## src/hw/rfs_pkg.sv

```systemverilog
// rfs_pkg: shared constants and carrier types for the regulator fault supervisor.
// assumes a single 100 MHz system clock and a 32-bit APB register port.
package rfs_pkg;

  // ----------------------------------------------------------------
  // timing
  // ----------------------------------------------------------------
  localparam int unsigned CLK_FREQ_HZ    = 100_000_000;
  localparam int unsigned PG_DELAY_MS    = 4;
  localparam int unsigned AVG_TIMEOUT_MS = 4;
  localparam int unsigned BLANK_US       = 30;
  localparam int unsigned PG_DELAY_CYC   = PG_DELAY_MS * (CLK_FREQ_HZ / 1000);
  localparam int unsigned AVG_TIMEOUT_CYC = AVG_TIMEOUT_MS * (CLK_FREQ_HZ / 1000);
  localparam int unsigned BLANK_CYC      = BLANK_US * (CLK_FREQ_HZ / 1_000_000);
  localparam int unsigned TMR_W          = 20;
  localparam int unsigned BLANK_W        = 12;

  // ----------------------------------------------------------------
  // register map (byte addresses)
  // ----------------------------------------------------------------
  localparam logic [7:0] OFF_STATUS = 8'h00;
  localparam logic [7:0] OFF_MASK   = 8'h04;
  localparam logic [7:0] OFF_CTRL   = 8'h08;
  localparam logic [7:0] OFF_STATE  = 8'h0C;
  localparam int unsigned EV_W      = 8;
  localparam logic [EV_W-1:0] MASK_RST = 8'h00;
  localparam logic            CTRL_RST = 1'b0;

  // event bit positions in status and mask
  localparam int unsigned EV_OVF   = 0;
  localparam int unsigned EV_OVV   = 1;
  localparam int unsigned EV_UV    = 2;
  localparam int unsigned EV_AVG   = 3;
  localparam int unsigned EV_OTP   = 4;
  localparam int unsigned EV_SUPLO = 5;
  localparam int unsigned EV_VALL  = 6;
  localparam int unsigned EV_THROT = 7;

  // ----------------------------------------------------------------
  // types
  // ----------------------------------------------------------------
  typedef enum logic [7:0] {
    ST_IDLE  = 8'h01,
    ST_START = 8'h02,
    ST_PGW   = 8'h04,
    ST_RUN   = 8'h08,
    ST_DISCH = 8'h10,
    ST_LSH   = 8'h20,
    ST_HIZ   = 8'h40,
    ST_SUPLO = 8'h80
  } rfs_state_t;

  // comparator and pin indications, all asynchronous to pclk
  typedef struct packed {
    logic core_enable_in;  // enable pin
    logic ref_reached;     // reference at its programmed setpoint
    logic ref_ramping;     // setpoint transition in progress
    logic ref_below_300;   // programmed setpoint under 300 mV
    logic pwm_on_req;      // on-time request from the loop
    logic vout_uv;         // output more than 300 mV under reference
    logic vout_ovv;        // output more than 200 mV over reference
    logic vout_ovf;        // output at fixed 1.55 V limit
    logic vout_low;        // output under about 100 mV
    logic load_current_report_over;       // monitor feedback current over its limit
    logic thermal_sense_in_below;     // thermal sense under threshold (hysteresis in analog)
    logic die_hot;         // die over 150 C
    logic supply_low;      // logic supply under 3.9 V, released over 4.4 V
    logic valley_limit;    // valley current limit comparator
    logic regok_pin;       // level read back from regulation ok pin
    logic throttle_pin;    // level read back from throttle pin
  } rfs_cmp_t;

  localparam int unsigned CMP_W = $bits(rfs_cmp_t);

  typedef struct packed {
    logic hs_on;         // high-side gate on
    logic ls_on;         // low-side gate on
    logic hiz;           // both gate drivers high impedance
    logic discharge_on;  // internal discharge path on
  } rfs_drv_t;

  localparam rfs_drv_t DRV_OFF = '{hs_on: 1'b0, ls_on: 1'b0, hiz: 1'b0, discharge_on: 1'b0};

endpackage : rfs_pkg

```

## src/hw/rfs_supervisor.sv

```systemverilog
// rfs_supervisor: fault supervision and power-stage ordering for a step-down regulator.
// assumes analog comparators on cmp_in, gate drivers on drv_q, software on APB.
//
// Decided for this implementation: the APB register port and the register addresses.
`timescale 1ns/1ps
module rfs_supervisor #(
  parameter int unsigned PG_DELAY_CYC    = rfs_pkg::PG_DELAY_CYC,
  parameter int unsigned AVG_TIMEOUT_CYC = rfs_pkg::AVG_TIMEOUT_CYC
) (
  input  wire logic             pclk,                  // system clock, 100 MHz
  input  wire logic             presetn,               // async reset, active low
  input  wire logic             psel,                  // apb select
  input  wire logic             penable,               // apb access phase
  input  wire logic             pwrite,                // apb write
  input  wire logic [7:0]       paddr,                 // apb byte address
  input  wire logic [31:0]      pwdata,                // apb write data
  output logic      [31:0]      prdata,                // apb read data
  output logic                  pready,                // apb ready
  output logic                  pslverr,               // apb error on unmapped
  input  wire rfs_pkg::rfs_cmp_t cmp_in,               // async comparator levels
  output rfs_pkg::rfs_drv_t     drv_q,                 // power stage orders
  output logic                  regulation_ok_out,     // open-drain data, always 0
  output logic                  regulation_ok_oe_n,    // low while pulling pin low
  output logic                  thermal_throttle_out,  // open-drain data, always 0
  output logic                  thermal_throttle_oe_n, // low while pulling pin low
  output logic                  irq                    // level interrupt
);

  // ----------------------------------------------------------------
  // input synchronisation
  // ----------------------------------------------------------------
  rfs_pkg::rfs_cmp_t cs;

  rfs_sync2 #(.W(rfs_pkg::CMP_W)) u_sync (
    .pclk    (pclk),
    .presetn (presetn),
    .d       (cmp_in),
    .q       (cs)
  );

  // ----------------------------------------------------------------
  // registers and state
  // ----------------------------------------------------------------
  rfs_pkg::rfs_state_t          state_q, state_d;
  logic [rfs_pkg::EV_W-1:0]     status_q, mask_q, ev, cond, cond_prev_q;
  logic                         force_off_q;
  logic                         latch_q;
  logic                         skip_q;
  logic [rfs_pkg::TMR_W-1:0]    pg_cnt_q, avg_cnt_q;
  logic [rfs_pkg::BLANK_W-1:0]  blank_cnt_q;
  logic                         en, blanked, masked;
  logic                         ovf_trip, ovv_trip, uv_trip, otp_trip, avg_trip;
  logic                         toggle, pg_done, switching;
  logic                         wr_acc, rd_setup, addr_ok;
  logic [rfs_pkg::EV_W-1:0]     w1c;
  rfs_pkg::rfs_drv_t            drv_d;

  assign en        = cs.core_enable_in & ~force_off_q;
  assign switching = (state_q == rfs_pkg::ST_START) | (state_q == rfs_pkg::ST_PGW)
                   | (state_q == rfs_pkg::ST_RUN);
  // a disable or a supply dip is the restart toggle
  assign toggle    = ~cs.core_enable_in | cs.supply_low;

  // ----------------------------------------------------------------
  // fault detection
  // ----------------------------------------------------------------
  // blanking counter reloads for the whole ramp and runs out after it
  always_ff @(posedge pclk or negedge presetn) begin
    if (!presetn) begin
      blank_cnt_q <= '0;
    end else if (cs.ref_ramping) begin
      blank_cnt_q <= rfs_pkg::BLANK_W'(rfs_pkg::BLANK_CYC);
    end else if (blank_cnt_q != '0) begin
      blank_cnt_q <= blank_cnt_q - 1'b1;
    end
  end

  assign blanked = cs.ref_ramping | (blank_cnt_q != '0);
  // window checks only count once regulation ok has been released
  assign masked  = blanked | (state_q != rfs_pkg::ST_RUN);

  assign ovf_trip = cs.vout_ovf;
  assign ovv_trip = cs.vout_ovv & ~masked;
  assign uv_trip  = cs.vout_uv & ~masked & ~cs.ref_below_300;
  assign otp_trip = cs.die_hot & ~masked;

  // average current timer: one unbroken over-limit interval must outlast the timeout
  always_ff @(posedge pclk or negedge presetn) begin
    if (!presetn) begin
      avg_cnt_q <= '0;
    end else if (!cs.load_current_report_over || !switching) begin
      avg_cnt_q <= '0;
    end else if (avg_cnt_q != rfs_pkg::TMR_W'(AVG_TIMEOUT_CYC)) begin
      avg_cnt_q <= avg_cnt_q + 1'b1;
    end
  end

  assign avg_trip = cs.load_current_report_over & switching
                  & (avg_cnt_q == rfs_pkg::TMR_W'(AVG_TIMEOUT_CYC));

  // power good delay timer, runs only while waiting
  always_ff @(posedge pclk or negedge presetn) begin
    if (!presetn) begin
      pg_cnt_q <= '0;
    end else if (state_q != rfs_pkg::ST_PGW) begin
      pg_cnt_q <= '0;
    end else if (!pg_done) begin
      pg_cnt_q <= pg_cnt_q + 1'b1;
    end
  end

  assign pg_done = (pg_cnt_q == rfs_pkg::TMR_W'(PG_DELAY_CYC));

  // ----------------------------------------------------------------
  // sequencer
  // ----------------------------------------------------------------
  always_comb begin
    state_d = state_q;
    case (state_q)
      rfs_pkg::ST_IDLE: begin
        if (en) begin
          state_d = rfs_pkg::ST_START;
        end
      end
      rfs_pkg::ST_START: begin
        if (!en) begin
          state_d = rfs_pkg::ST_DISCH;
        end else if (cs.ref_reached) begin
          state_d = rfs_pkg::ST_PGW;
        end
      end
      rfs_pkg::ST_PGW: begin
        if (!en) begin
          state_d = rfs_pkg::ST_DISCH;
        end else if (pg_done) begin
          state_d = rfs_pkg::ST_RUN;
        end
      end
      rfs_pkg::ST_RUN: begin
        if (!en || ovv_trip || uv_trip || otp_trip) begin
          state_d = rfs_pkg::ST_DISCH;
        end
      end
      rfs_pkg::ST_DISCH: begin
        if (cs.vout_low) begin
          state_d = rfs_pkg::ST_LSH;
        end
      end
      rfs_pkg::ST_LSH: begin
        if (!latch_q && en) begin
          state_d = rfs_pkg::ST_START;
        end
      end
      rfs_pkg::ST_HIZ: begin
        if (!latch_q) begin
          state_d = rfs_pkg::ST_IDLE;
        end
      end
      rfs_pkg::ST_SUPLO: begin
        if (!cs.supply_low) begin
          state_d = rfs_pkg::ST_IDLE;
        end
      end
      default: begin
        state_d = rfs_pkg::ST_IDLE;
      end
    endcase
    // faults that override every sequencer step, highest first
    if (cs.supply_low) begin
      state_d = rfs_pkg::ST_SUPLO;
    end else if (ovf_trip) begin
      state_d = rfs_pkg::ST_LSH;
    end else if (avg_trip) begin
      state_d = rfs_pkg::ST_HIZ;
    end
  end

  always_ff @(posedge pclk or negedge presetn) begin
    if (!presetn) begin
      state_q <= rfs_pkg::ST_IDLE;
    end else begin
      state_q <= state_d;
    end
  end

  // fault latch: a new trip wins over a toggle in the same cycle
  always_ff @(posedge pclk or negedge presetn) begin
    if (!presetn) begin
      latch_q <= 1'b0;
    end else if (ovf_trip || avg_trip || (state_q == rfs_pkg::ST_RUN
                 && (ovv_trip || uv_trip || otp_trip))) begin
      latch_q <= 1'b1;
    end else if (toggle) begin
      latch_q <= 1'b0;
    end
  end

  // valley limit: sampled while the low side conducts, clears with the comparator
  always_ff @(posedge pclk or negedge presetn) begin
    if (!presetn) begin
      skip_q <= 1'b0;
    end else if (drv_q.ls_on && cs.valley_limit) begin
      skip_q <= 1'b1;
    end else if (!cs.valley_limit) begin
      skip_q <= 1'b0;
    end
  end

  // ----------------------------------------------------------------
  // power stage and pins
  // ----------------------------------------------------------------
  // decoded from the next state so a fault reaches the gates one edge sooner
  always_comb begin
    drv_d = rfs_pkg::DRV_OFF;
    case (state_d)
      rfs_pkg::ST_START, rfs_pkg::ST_PGW, rfs_pkg::ST_RUN: begin
        drv_d.hs_on = cs.pwm_on_req & ~skip_q;
        drv_d.ls_on = ~(cs.pwm_on_req & ~skip_q);
      end
      rfs_pkg::ST_DISCH: begin
        drv_d.discharge_on = 1'b1;
      end
      rfs_pkg::ST_LSH, rfs_pkg::ST_SUPLO: begin
        drv_d.ls_on = 1'b1;
      end
      rfs_pkg::ST_HIZ: begin
        drv_d.hiz          = 1'b1;
        drv_d.discharge_on = 1'b1;
      end
      default: begin
        drv_d = rfs_pkg::DRV_OFF;
      end
    endcase
  end

  always_ff @(posedge pclk or negedge presetn) begin
    if (!presetn) begin
      drv_q <= rfs_pkg::DRV_OFF;
    end else begin
      drv_q <= drv_d;
    end
  end

  // open-drain pins: data stays 0, the enable decides
  always_ff @(posedge pclk or negedge presetn) begin
    if (!presetn) begin
      regulation_ok_out     <= 1'b0;
      thermal_throttle_out  <= 1'b0;
      regulation_ok_oe_n    <= 1'b0;
      thermal_throttle_oe_n <= 1'b1;
    end else begin
      regulation_ok_out     <= 1'b0;
      thermal_throttle_out  <= 1'b0;
      regulation_ok_oe_n    <= (state_d == rfs_pkg::ST_RUN) & en
                             & ~cs.vout_uv & ~cs.vout_ovv;
      thermal_throttle_oe_n <= ~cs.thermal_sense_in_below;
    end
  end

  // ----------------------------------------------------------------
  // events and interrupt
  // ----------------------------------------------------------------
  always_comb begin
    cond = '0;
    cond[rfs_pkg::EV_OVF]   = ovf_trip;
    cond[rfs_pkg::EV_OVV]   = ovv_trip;
    cond[rfs_pkg::EV_UV]    = uv_trip;
    cond[rfs_pkg::EV_AVG]   = avg_trip;
    cond[rfs_pkg::EV_OTP]   = otp_trip;
    cond[rfs_pkg::EV_SUPLO] = cs.supply_low;
    cond[rfs_pkg::EV_VALL]  = cs.valley_limit;
    cond[rfs_pkg::EV_THROT] = cs.thermal_sense_in_below;
  end

  assign ev = cond & ~cond_prev_q;

  always_ff @(posedge pclk or negedge presetn) begin
    if (!presetn) begin
      cond_prev_q <= '0;
    end else begin
      cond_prev_q <= cond;
    end
  end

  // ----------------------------------------------------------------
  // apb slave: zero wait states, data prepared in the setup cycle
  // ----------------------------------------------------------------
  assign addr_ok  = (paddr == rfs_pkg::OFF_STATUS) | (paddr == rfs_pkg::OFF_MASK)
                  | (paddr == rfs_pkg::OFF_CTRL) | (paddr == rfs_pkg::OFF_STATE);
  assign rd_setup = psel & ~penable;
  assign wr_acc   = psel & penable & pready & pwrite & addr_ok;
  assign w1c      = (wr_acc && paddr == rfs_pkg::OFF_STATUS)
                  ? pwdata[rfs_pkg::EV_W-1:0] : '0;

  // set wins over a same-cycle clear
  always_ff @(posedge pclk or negedge presetn) begin
    if (!presetn) begin
      status_q <= '0;
    end else begin
      status_q <= (status_q & ~w1c) | ev;
    end
  end

  always_ff @(posedge pclk or negedge presetn) begin
    if (!presetn) begin
      mask_q      <= rfs_pkg::MASK_RST;
      force_off_q <= rfs_pkg::CTRL_RST;
    end else if (wr_acc && paddr == rfs_pkg::OFF_MASK) begin
      mask_q <= pwdata[rfs_pkg::EV_W-1:0];
    end else if (wr_acc && paddr == rfs_pkg::OFF_CTRL) begin
      force_off_q <= pwdata[0];
    end
  end

  always_ff @(posedge pclk or negedge presetn) begin
    if (!presetn) begin
      irq <= 1'b0;
    end else begin
      irq <= |(status_q & mask_q);
    end
  end

  always_ff @(posedge pclk or negedge presetn) begin
    if (!presetn) begin
      pready  <= 1'b0;
      pslverr <= 1'b0;
      prdata  <= '0;
    end else begin
      pready  <= rd_setup;
      pslverr <= rd_setup & ~addr_ok;
      prdata  <= '0;
      if (rd_setup && !pwrite) begin
        case (paddr)
          rfs_pkg::OFF_STATUS: prdata <= {24'h000000, status_q};
          rfs_pkg::OFF_MASK:   prdata <= {24'h000000, mask_q};
          rfs_pkg::OFF_CTRL:   prdata <= {31'h00000000, force_off_q};
          rfs_pkg::OFF_STATE:  prdata <= {20'h00000, cs.throttle_pin, cs.regok_pin,
                                          latch_q, skip_q, state_q};
          default:             prdata <= '0;
        endcase
      end
    end
  end

endmodule : rfs_supervisor

```

## src/hw/rfs_sync2.sv

```systemverilog
// rfs_sync2: two flip-flop synchroniser for a bundle of independent levels.
// assumes each bit is a slow level; multi-bit words are not kept coherent.
`timescale 1ns/1ps
module rfs_sync2 #(
  parameter int unsigned W = 1
) (
  input  wire logic         pclk,     // system clock
  input  wire logic         presetn,  // async reset, active low
  input  wire logic [W-1:0] d,        // asynchronous levels
  output logic      [W-1:0] q         // synchronised levels
);

  logic [W-1:0] meta_q;

  // first stage feeds only the second stage
  always_ff @(posedge pclk or negedge presetn) begin
    if (!presetn) begin
      meta_q <= '0;
      q      <= '0;
    end else begin
      meta_q <= d;
      q      <= meta_q;
    end
  end

endmodule : rfs_sync2

```

## config.mk

```make
export PLATFORM = sky130hd
export DESIGN_NAME = rfs_supervisor
export DESIGN_NICKNAME = d
export VERILOG_FILES = /design/src/hw/rfs_pkg.sv /design/src/hw/rfs_supervisor.sv /design/src/hw/rfs_sync2.sv
export SDC_FILE = /design/constraint.sdc
export NUM_CORES = 1
export LEC_CHECK = 0
export ABC_AREA = 1
export BUFFER_PORTS_ARGS = -buffer_cell sky130_fd_sc_hd__buf_4
export CORE_MARGIN = 10
export CORE_UTILIZATION = 61
export DETAILED_ROUTE_END_ITERATION = 16
export PLACE_DENSITY = 0.85
export SYNTH_ARGS = -nofsm -noshare
export SYNTH_HDL_FRONTEND = slang
export SYNTH_SLANG_ARGS = --single-unit
export TNS_END_PERCENT = 1
```

## constraint.sdc

```tcl
create_clock -name pclk -period 4.15 [get_ports pclk]
set_input_delay 0.83 -clock pclk [delete_from_list [all_inputs] [get_ports pclk]]
set_output_delay 0.83 -clock pclk [all_outputs]
set_load 0.01 [all_outputs]
```

==> summary.md, run 1 <==
| Metric | Value |
|---|---|
| Clk sink count | 140 |
| GPL Wtd Cong | 1.043 |
| Critical Path Sink Type | flop |
| HPWL Detailed | 10.38 mm |
| Gr usage total | 0.1980 |
| Post-synthesis cell count | 750 |
| Layout cells sized above 1 | 0.1784 |
| Via count | 5437 |
| Peak fanout along the critical path | 16 |
| Setup WS pre-CTS | 1.523 ns |
| Synthesized area | 0.006544 mm2 |
| Die area | 0.01527 mm2 |
| Synth cell types | 43 |
| HP Start | u_sync.meta_q[12] |
| Ys Warns | 0 |
| Area contributors post-synth | dfrtp_1, nand2_1, inv_1, nor2_1, nand3_1 |
| Starting DRT DRC Count | 486 |
| Crit Path Category | primary input to flop |
| RR Endpoint | drv_q[0] |
| Seq/Total Area, Yosys | 0.5358 |
| Worst-case reg-to-reg path depth | 13 |
| RR Startpoint | blank_cnt_q[0] |
| Setup TNS | 0 ns |
| Number of synthesized flops with an enable pin | 0 |
| Vias in the first global route | 5259 |
| Worst clock skew | 0.01451 ns |
| Wire per inst | 15.40 um |
| CP Cell Sequence | buf_4 > nor2_1 > nand2_2 > inv_1 > nand4_2 > nand3_4 > and3_1 > nand2_1 > o21a_1 |
| Max IR drop VDD | 0.4737 mV |
| Ys async rst share | 1.000 |
| Layout area overhead | 16.33% |
| Finished Layout Cells | 971 |
| Final net count | 889 |
| First-pass GRT wire length | 24.06 mm |
| Slew margin rel. | 0.4516 |
| Initial antenna violation count | 0 |
| CTS tree | done |
| Final hold violation count | 0 |
| Yosys reg bits | 140 |
| Critical Path AT | 2.62 ns |
| Leakage | 0.003640 uW |
| Endpoints failing setup | 0 |
| Ys flop type | dfrtp_1 |
| H-tree depth | 4 |
| Antenna Cells | 0 |
| Fin crit share | 0.5287 |
| Max Freq | 455.8 MHz |
| Most common cell after layout, fill and taps aside | dfrtp_1 |
| Row count | 37 |
| Commonest non-fill, non-tap cells in the layout | dfrtp_1, nand2_1, inv_1, nor2_1, buf_4 |
| Root Buffer | clkbuf_8 |
| R2R Setup Slk | 1.98 ns |
| Initial Util | 0.6310 |
| Post-DR vias/cell | 5.599 |
| Core area | 0.01037 mm2 |
| Kind of start point of the critical path | primary input |
| PnR worst setup slack | 1.956 ns |
| Fin crit period | 2.194 ns |
| Tot Pwr | 3023 uW |
| Max_cap viols | 0 |
| Drt total wl | 14.95 mm |
| Fillers | 719 |
| Crit path buffers/inverters | 2 |
| Cts hold-fix bufs | 0 |
| Status | finished, final reports clean |
| Post-CTS Setup Bufs | 0 |
| First-pass detailed-route iteration total | 5 |
| Min-Delay Endpoint | u_sync.q[12] |
| Worst slew pin tran | 0.8226 ns |
| Largest net degree at the start of global routing | 94 |
| Area leader, netlist | dfrtp_1 |
| Gates resized, CTS repair | 0 |
| Clock latency on the worst-skew pair | 0.54 ns |
| Hold slack | 0.3409 ns |
| Antenna Violating Nets Remaining | 0 |
| Pwr per Cell Area | 397.1 mW/mm2 |
| Syn avg cell area | 8.725 um2 |
| Slew Viols, Final | 0 |
| RSZ-0062 raised after global routing | no |
| Post-synth top area share | 0.5277 |
| Slowest CP cell | and3_1 |
| Critical path depth in cells | 9 |
| Die width | 123.6 um |
| CP delay by family, top | simple AND/OR/NAND/NOR gates |
| Required time of the critical path | 4.58 ns |
| Number of remaining DRC errors | 0 |
| I/O pin count | 104 |
| Grt ovf | 0 |
| Hold path cells | 0 |
| I/O Buffers | 57 |
| Clock transition at the registers of the reported paths | 0.06 ns |
| Die height | 123.6 um |
| CTS buffer count | 17 |
| Placed Cells | 939 |
| Critical path's largest stage delay | 0.57 ns |
| Hold WC Path Type | flop to flop |
| Maximum clock insertion buffer count | 2 |
==> worst max-delay path by stage <==
stage | from | end | slack [ns]
after detailed placement | paddr[7] | mask_q[0] | 1.52
after global routing | blank_cnt_q[0] | drv_q[0] | 1.81
final | paddr[7] | mask_q[0] | 1.96
after CTS | blank_cnt_q[0] | drv_q[0] | 2.03
after global placement | paddr[7] | mask_q[7] | 1.69
after floorplan | paddr[7] | mask_q[6] | 2.09
==> kinds of logic (layout without fill, tap and decap cells) <==
| family | Yosys count | count (layout) | synth area share |
|---|---|---|---|
| other | 1 | 22 | 0.0005731 |
| AOI/OAI and AO/OA | 113 | 113 | 0.1008 |
| DFF | 140 | 140 | 0.5358 |
| buffers and inverters | 153 | 217 | 0.1036 |
| and+or+nand+nor | 337 | 337 | 0.2478 |
| adders and majority gates | 6 | 6 | 0.01147 |
==> sequential cells by signal, summed over array words and instances, names as in the netlist <==
signal and flops:
state_q 8, avg_cnt_q 20, thermal_throttle_oe_n 1, force_off_q 1, mask_q 8, irq 1
pslverr 1, cond_prev_q 8, regulation_ok_oe_n 1, u_sync.q 16, skip_q 1, prdata 12
latch_q 1, u_sync.meta_q 16, drv_q 4, pg_cnt_q 20, status_q 8, blank_cnt_q 12
pready 1
==> final cells by class <==
type                            instances  area [um2]  share of cell area
Timing Repair Buffer                   59       446.7             0.05868
Tap cell                              136       170.2             0.02235
Inverter                              126       473.0             0.06213
Sequential cell                       140        3506              0.4606
Clock inverter                         14       160.2             0.02104
Multi-Input combinational cell        478        2439              0.3203
Clock buffer                           18       417.9             0.05490
==> Yosys cell counts (2+ instances only) <==
cell type and count:
inv_2 15, o21ai_0 22, and3_1 4, a21oi_1 34, buf_2 2, nor2_2 12
nor2_1 76, o211ai_1 2, nand2_1 137, nand3_2 8, nand3_4 2, nor2_4 5
nor3_2 6, nand4_1 19, o21a_1 10, dfstp_2 2, nand3_1 35, ha_1 6
a211oi_1 7, a31oi_1 9, nor4_1 5, a221oi_1 2, o21ai_1 19, dfrtp_1 138
nor3_1 19, buf_4 22, inv_1 110, a311oi_1 2, nand2_2 6
==> stage by stage <==
| stage | util | instance area [um2] |
|---|---|---|
| 6_report | 0.7341 | 7612 |
| 5_1_grt | 0.7341 | 7612 |
| 4_1_cts | 0.7341 | 7612 |
| 3_5_place_dp | 0.6783 | 7034 |
| 3_3_place_gp | 0.6783 | 7034 |
| 2_1_floorplan | - | 6623 |
==> where the power goes <==
group          internal, uW  switching (uW)
Sequential             1390            16.4
Clock                   868             604
Combinational          45.3            95.2
Total                  2310             715
==> metal layers <==
metal | up-vias | global-route usage | part of all wire
met5 | - | 0 | 0
met4 | 0 | 0.07933 | 0.030
met3 | 56 | 0.07195 | 0.088
met2 | 267 | 0.3349 | 0.50
met1 | 2573 | 0.2244 | 0.38
li1 | 2541 | - | -
No activity file was read; power rests on OpenSTA's default activity.
==> run 2: changes to the inputs <==
--- a/config.mk
+++ b/config.mk
@@ -8,9 +8,9 @@
 export ABC_AREA = 1
 export BUFFER_PORTS_ARGS = -buffer_cell sky130_fd_sc_hd__buf_4
 export CORE_MARGIN = 10
-export CORE_UTILIZATION = 61
+export CORE_UTILIZATION = 57
 export DETAILED_ROUTE_END_ITERATION = 16
-export PLACE_DENSITY = 0.85
+export PLACE_DENSITY = 0.8
 export SYNTH_ARGS = -nofsm -noshare
 export SYNTH_HDL_FRONTEND = slang
 export SYNTH_SLANG_ARGS = --single-unit
==> constraint.sdc (replaced) <==
create_clock -name pclk -period 2.05 [get_ports pclk]
set_input_delay 0.41 -clock pclk [delete_from_list [all_inputs] [get_ports pclk]]
set_output_delay 0.41 -clock pclk [all_outputs]
set_load 0.01 [all_outputs]
==> run 2 against run 1 <==
Compared with the run above:
- critical path depth grew 4
- worst hold slack lost 0.25 ns
- total power grew 120%
- cell area grew 3.3%
- via count shrank 2.3%
- register-to-register slack lost 1.9 ns
- largest power group unchanged
- non-clock buffer count grew 13
- sequential power grew 100%
- highest routed layer unchanged
- routed wire length shrank 3.7%
- critical path type is now flop to flop
==> summary.md, run 2 (synthesis results as in run 1) <==
| Metric | Value |
|---|---|
| Max IR drop VDD | 0.9226 mV (+95%) |
| Critical path's largest stage delay | 0.40 ns (-0.17 ns) |
| Antenna Violating Nets Remaining | 0 (unchanged) |
| Endpoints failing setup | 0 (unchanged) |
| Crit Path Category | flop to flop |
| Max Freq | 520.2 MHz |
| Die height | 127.1 um (+2.9%) |
| Number of remaining DRC errors | 0 (unchanged) |
| Row count | 39 (+5.4%) |
| Commonest non-fill, non-tap cells in the layout | dfrtp_1, nand2_1, inv_1, nor2_1, buf_4 |
| Kind of start point of the critical path | flop |
| Fin crit share | 0.9378 |
| CP delay by family, top | simple AND/OR/NAND/NOR gates |
| Final hold violation count | 0 (unchanged) |
| Root Buffer | clkbuf_16 |
| Post-CTS Setup Bufs | 0 (unchanged) |
| Setup TNS | 0 ns (unchanged) |
| Clock latency on the worst-skew pair | 0.42 ns (-0.12 ns) |
| Tot Pwr | 6511 uW (+120%) |
| Fin crit period | 1.923 ns |
| Status | finished, final reports clean |
| First-pass GRT wire length | 24.58 mm (+2.2%) |
| Clock transition at the registers of the reported paths | 0.06 ns (about the same) |
| Crit path buffers/inverters | 1 (-1) |
| Peak fanout along the critical path | 5 (-11) |
| Critical Path Sink Type | flop |
| Die width | 127.1 um (+2.9%) |
| Register area | 0.003506 mm2 (unchanged) |
| RSZ-0062 raised after global routing | yes |
| Critical Path AT | 2.23 ns (-0.39 ns) |
| Slew Viols, Final | 0 (unchanged) |
| H-tree depth | 4 (unchanged) |
| Drt total wl | 14.41 mm (-3.7%) |
| Slowest CP cell | dfrtp_1 |
| Pwr per Cell Area | 828.2 mW/mm2 (+110%) |
| Layout area overhead | 20.13% |
| GPL Wtd Cong | 0.9690 (-7.1%) |
| Initial antenna violation count | 0 (unchanged) |
| Hold WC Path Type | primary input to flop |
| Fillers | 860 (+20%) |
| Maximum clock insertion buffer count | 2 (unchanged) |
| Initial Util | 0.5780 (-0.05300) |
| Final net count | 902 (+1.5%) |
| CTS tree | done |
| First-pass detailed-route iteration total | 5 (unchanged) |
| Wire per inst | 14.55 um (-5.5%) |
| Setup WS pre-CTS | 0.1029 ns (-1.420 ns) |
| CP dominant cell by count | nand2_1 |
| RR Startpoint | blank_cnt_q[0] |
| HP Start | cmp_in[0] |
| Via count | 5310 (-2.3%) |
| Antenna Cells | 0 (unchanged) |
| Multi-input gate area | 0.002476 mm2 (+1.5%) |
| CP Cell Sequence | inv_1 > ha_1 > nand2_1 > nor2_2 > nand2_1 > nor2_4 > nand3_2 > nand4_1 > nand3_1 > nand2_1 > nand2_1 > nand2_1 > nand2_1 |
| Largest net degree at the start of global routing | 54 (-43%) |
| I/O pin count | 104 (unchanged) |
| Starting DRT DRC Count | 409 (-16%) |
| Die area | 0.01617 mm2 (+5.9%) |
| PnR worst setup slack | 0.1275 ns (-1.828 ns) |
| Most common cell after layout, fill and taps aside | dfrtp_1 |
| HPWL Detailed | 10.66 mm (+2.7%) |
| Max_cap viols | 0 (unchanged) |
| CTS buffer count | 17 (unchanged) |
| Core area | 0.01132 mm2 (+9.2%) |
| Layout cells sized above 1 | 0.1983 (+0.01990) |
| Largest registers | avg_cnt_q x20, pg_cnt_q x20 |
| Gr usage total | 0.1834 (-0.01463) |
| Leakage | 0.003750 uW (+3.0%) |
| Post-DR vias/cell | 5.364 (-4.2%) |
| Crit path launch | blank_cnt_q[0] |
| Worst clock skew | 0.007568 ns (-0.006942 ns) |
| I/O Buffers | 57 (unchanged) |
| Required time of the critical path | 2.35 ns (-2.23 ns) |
| Grt ovf | 0 (unchanged) |
| Clk sink count | 140 (unchanged) |
| Vias in the first global route | 5378 (+2.3%) |
## run 2: worst paths after layout
path	end	slack, ns	cells past startpoint
min reg2reg	u_sync.q[0]	0.35	0
max in group asynchronous	thermal_throttle_oe_n	0.94	3
min in group asynchronous	blank_cnt_q[11]	0.45	2
max	drv_q[0]	0.13	13
min	u_sync.meta_q[0]	0.09	1
max reg2reg	drv_q[0]	0.13	13
## run 2: report_power, final
| group | switching [uW] | internal (uW) | total, uW | leakage (uW) |
|---|---|---|---|---|
| combinational | 186 | 103 | 289 | 0.00166 |
| sequential | 32.5 | 2820 | 2860 | 0.00177 |
| clock | 1160 | 2200 | 3370 | 0.000315 |
| total | 1380 | 5130 | 6510 | 0.00375 |
## run 2: worst register-to-register path: cells and delay by family (launching register included)
kind                       cells  cell delay (ns)
adders and majority gates      1             0.15
DFF                            1             0.40
buffers and inverters          1             0.09
and+or+nand+nor               11             1.17
## run 2: timing repair
action | in CTS | in global routing
hold endpoints to repair | 37 | 0
setup endpoints to repair | 0 | 9
resized for setup | 0 | 11
hold buffers | 1 | 0
## run 2: layout make-up
| type | count | share of cell area |
|---|---|---|
| timing repair buffer | 72 | 0.07274 |
| clock buffer | 19 | 0.05634 |
| clock inverter | 12 | 0.02674 |
| inverter | 126 | 0.06048 |
| multi-input combinational | 478 | 0.3150 |
| sequential | 140 | 0.4460 |
| tap | 143 | 0.02276 |
## run 2: stage by stage
step / utilization / instance area [um2] / instances / hold slack, ns
detailed placement: 0.6323 / 7158 / 958 / 0.3347
global placement: 0.6323 / 7158 / 958 / 0.3332
finish: 0.6944 / 7861 / 990 / 0.09179
global route: 0.6944 / 7861 / 990 / 0.07262
floorplan: - / 6623 / 771 / 0.1144
CTS: 0.6909 / 7821 / 990 / 0.07583
## run 2: routing by layer
metal  track usage  share of wire  routed length [um]
met1        0.2131           0.41                5932
met2        0.3101           0.51                7297
met3       0.06121          0.066                 947
met4       0.06564          0.016                 227
met5             0              0                   0
==> run 3: changes to the inputs <==
==> constraint.sdc (replaced) <==
create_clock -name pclk -period 1.8 [get_ports pclk]
set_input_delay 0.09 -clock pclk [delete_from_list [all_inputs] [get_ports pclk]]
set_output_delay 0.09 -clock pclk [all_outputs]
set_load 0.01 [all_outputs]
==> run 3 against run 2 <==
Compared with the run above:
- the flow now finishes with violations (setup timing)
- register-to-register slack worse by 0.29 ns
- cell area is 5.0% higher
- via count is 5.4% higher
- die area stayed put
- worst setup slack worse by 0.29 ns
- combinational power is 41% higher
- critical path depth stayed put
- total power is 7.0% higher
- sequential share of layout area is 2.1 points lower
- clock-buffer cell count is 2 lower
- clock power is 2% lower
==> summary.md, run 3 (synthesis results as in run 1) <==
| Metric | Value |
|---|---|
| Finished Layout Cells | 1040 (+5.1%) |
| Most common cell after layout, fill and taps aside | dfrtp_1 |
| RSZ-0062 raised after global routing | yes |
| Final hold violation count | 0 (unchanged) |
| HP Start | pwdata[3] |
| Critical path's largest stage delay | 0.40 ns (about the same) |
| Gr usage total | 0.1962 (+0.01276) |
| Worst-case reg-to-reg path depth | 13 (unchanged) |
| Largest net degree at the start of global routing | 67 (+24%) |
| Final Cell Area | 0.008255 mm2 (+5.0%) |
| Tot Pwr | 6965 uW (+7.0%) |
| Endpoints failing setup | 8 (+8) |
| Pwr per Cell Area | 843.7 mW/mm2 (+1.9%) |
| Min-Delay Endpoint | mask_q[3] |
| Post-Place Cell Area | 0.007273 mm2 (+1.6%) |
| Placed Cells | 975 (+1.8%) |
| R2R Setup Slk | -0.16 ns (-0.29 ns) |
| HPWL Detailed | 10.83 mm (+1.6%) |
| CTS buffer count | 17 (unchanged) |
| Die area | 0.01617 mm2 (unchanged) |
| Post-DR vias/cell | 5.381 (+0.32%) |
| Slew Viols, Final | 0 (unchanged) |
| Fin crit share | 1.090 (+0.1523) |
| CP delay by family, top | simple AND/OR/NAND/NOR gates |
| Starting DRT DRC Count | 468 (+14%) |
| Status | complete, but fails checks |
| Wire per inst | 15.18 um (+4.3%) |
| Max IR drop VDD | 1.298 mV (+41%) |
| CP Cell Sequence | buf_4 > inv_2 > ha_2 > and3_1 > nand3b_1 > nor2_4 > nand3_2 > nand3_2 > inv_2 > o21ai_2 > nand3_1 > nand2_1 > inv_1 |
| Crit Path Category | flop to flop |
| Via count | 5596 (+5.4%) |
| Clock latency on the worst-skew pair | 0.42 ns (about the same) |
| Max Freq | 509.6 MHz (-2.0%) |
| PnR worst setup slack | -0.1622 ns (-0.2897 ns) |
| Clk sink count | 140 (unchanged) |
| Worst clock skew | 0.008365 ns (+0.0007965 ns) |
| Layout cells sized above 1 | 0.2330 (+0.03465) |
| Slowest CP cell | dfrtp_1 |
| Grt ovf | 0 (unchanged) |
| RR Startpoint | avg_cnt_q[0] |
| Crit path buffers/inverters | 4 (+3) |
| GPL Wtd Cong | 1.011 (+4.3%) |
| Hold path cells | 4 (+3) |
| Required time of the critical path | 2.11 ns (-0.24 ns) |
| Setup TNS | -0.4974 ns (-0.4974 ns) |
| Row count | 39 (unchanged) |
| Drt total wl | 15.79 mm (+9.6%) |
| Layout area overhead | 26.16% |
| Final net count | 951 (+5.4%) |
| CTS tree | done |
| Die width | 127.1 um (unchanged) |
| Root Buffer | clkbuf_16 |
| Antenna Cells | 0 (unchanged) |
| Kind of start point of the critical path | flop |
| I/O pin count | 104 (unchanged) |
| Commonest non-fill, non-tap cells in the layout | dfrtp_1, nand2_1, inv_1, buf_4, nor2_1 |
| Hold WC Path Type | primary input to flop |
| H-tree depth | 4 (unchanged) |
| Number of remaining DRC errors | 0 (unchanged) |
| Largest registers | avg_cnt_q x20, pg_cnt_q x20 |
| Initial Util | 0.5780 (unchanged) |
| Peak fanout along the critical path | 3 (-2) |
| Fin crit period | 1.962 ns (+0.03970 ns) |
| Fillers | 763 (-11%) |
| Failing checks | setup timing |
| Die height | 127.1 um (unchanged) |
| Maximum clock insertion buffer count | 2 (unchanged) |
| Antenna Violating Nets Remaining | 0 (unchanged) |
| Leakage | 0.003958 uW (+5.5%) |
| First-pass GRT wire length | 26.23 mm (+6.7%) |
| I/O Buffers | 57 (unchanged) |
| Hold slack | 0.04381 ns (-0.04798 ns) |
| Clock transition at the registers of the reported paths | 0.06 ns (about the same) |
| First-pass detailed-route iteration total | 6 (+1) |
| Core area | 0.01132 mm2 (unchanged) |
| Max_cap viols | 0 (unchanged) |
| Initial antenna violation count | 0 (unchanged) |
| Vias in the first global route | 5572 (+3.6%) |
| RR Endpoint | drv_q[3] |
| Critical Path Sink Type | flop |
| Critical Path AT | 2.28 ns (+0.05 ns) |
==> run 3: cell count changes in the layout (fill, tap and decap cells not counted), sizes merged <==
cell	delta
buf	+23
dlygate4sd3	+26
clkinv	+6
clkinvlp	+1
bufinv	-4
clkbuf	-2
==> run 3: what timing repair did <==
item / in CTS / in global routing
gates resized for setup: 5 / 29
gates cloned: 0 / 0
pin swaps: 1 / 14
buffers inserted: 0 / 6
hold buffers: 27 / 0
endpoints found under the hold margin: 159 / 0
setup endpoints to repair: 11 / 30
==> run 3: final cells by class <==
cell class / instances / area (um2) / area share
tap: 143 / 178.9 / 0.02167
clock buffer: 17 / 425.4 / 0.05153
multi-input combinational: 478 / 2536 / 0.3072
timing repair buffer: 121 / 992.2 / 0.1202
sequential: 140 / 3508 / 0.4250
clock inverter: 15 / 138.9 / 0.01682
inverter: 126 / 475.5 / 0.05759
==> run 3: worst reg2reg max path, stage by stage, from the launching register on <==
cell      delay (ns)
dfrtp_1         0.40
buf_4           0.15
inv_2           0.05
ha_2            0.17
and3_1          0.15
nand3b_1        0.14
nor2_4          0.18
nand3_2         0.12
nand3_2         0.11
inv_2           0.07
o21ai_2         0.07
nand3_1         0.11
nand2_1         0.09
inv_1           0.04
==> run 3: power by group <==
group          leakage, uW  internal, uW  switching, uW
combinational      0.00192           169            239
clock             0.000274          1920           1390
sequential         0.00177          3210           34.8
total              0.00396          5300           1670
==> run 3: per-stage QoR <==
stage / setup slack [ns] / utilization
2_1_floorplan: 0.06601 / -
3_3_place_gp: 0.03496 / 0.6425
3_5_place_dp: -0.03364 / 0.6425
4_1_cts: -0.01328 / 0.7178
5_1_grt: -0.2795 / 0.7292
6_report: -0.1622 / 0.7292
==> run 3: worst max-delay path by stage <==
| stage | start | cells past startpoint | slack [ns] | to |
|---|---|---|---|---|
| after detailed placement | state_q[2] | 9 | -0.03 | avg_cnt_q[3] |
| after global placement | blank_cnt_q[0] | 13 | 0.03 | drv_q[0] |
| final | avg_cnt_q[0] | 13 | -0.16 | drv_q[3] |
| after floorplan | blank_cnt_q[0] | 13 | 0.07 | drv_q[3] |
| after CTS | blank_cnt_q[1] | 13 | -0.01 | drv_q[0] |
| after global routing | avg_cnt_q[0] | 13 | -0.28 | drv_q[3] |
==> run 3: metal layers <==
| layer | GRT usage | up-vias | wire length, um |
|---|---|---|---|
| met5 | 0 | - | 0 |
| met4 | 0.06899 | 0 | 259 |
| met3 | 0.05004 | 28 | 1000 |
| met2 | 0.3351 | 219 | 8165 |
| met1 | 0.2353 | 2688 | 6363 |
| li1 | - | 2661 | - |
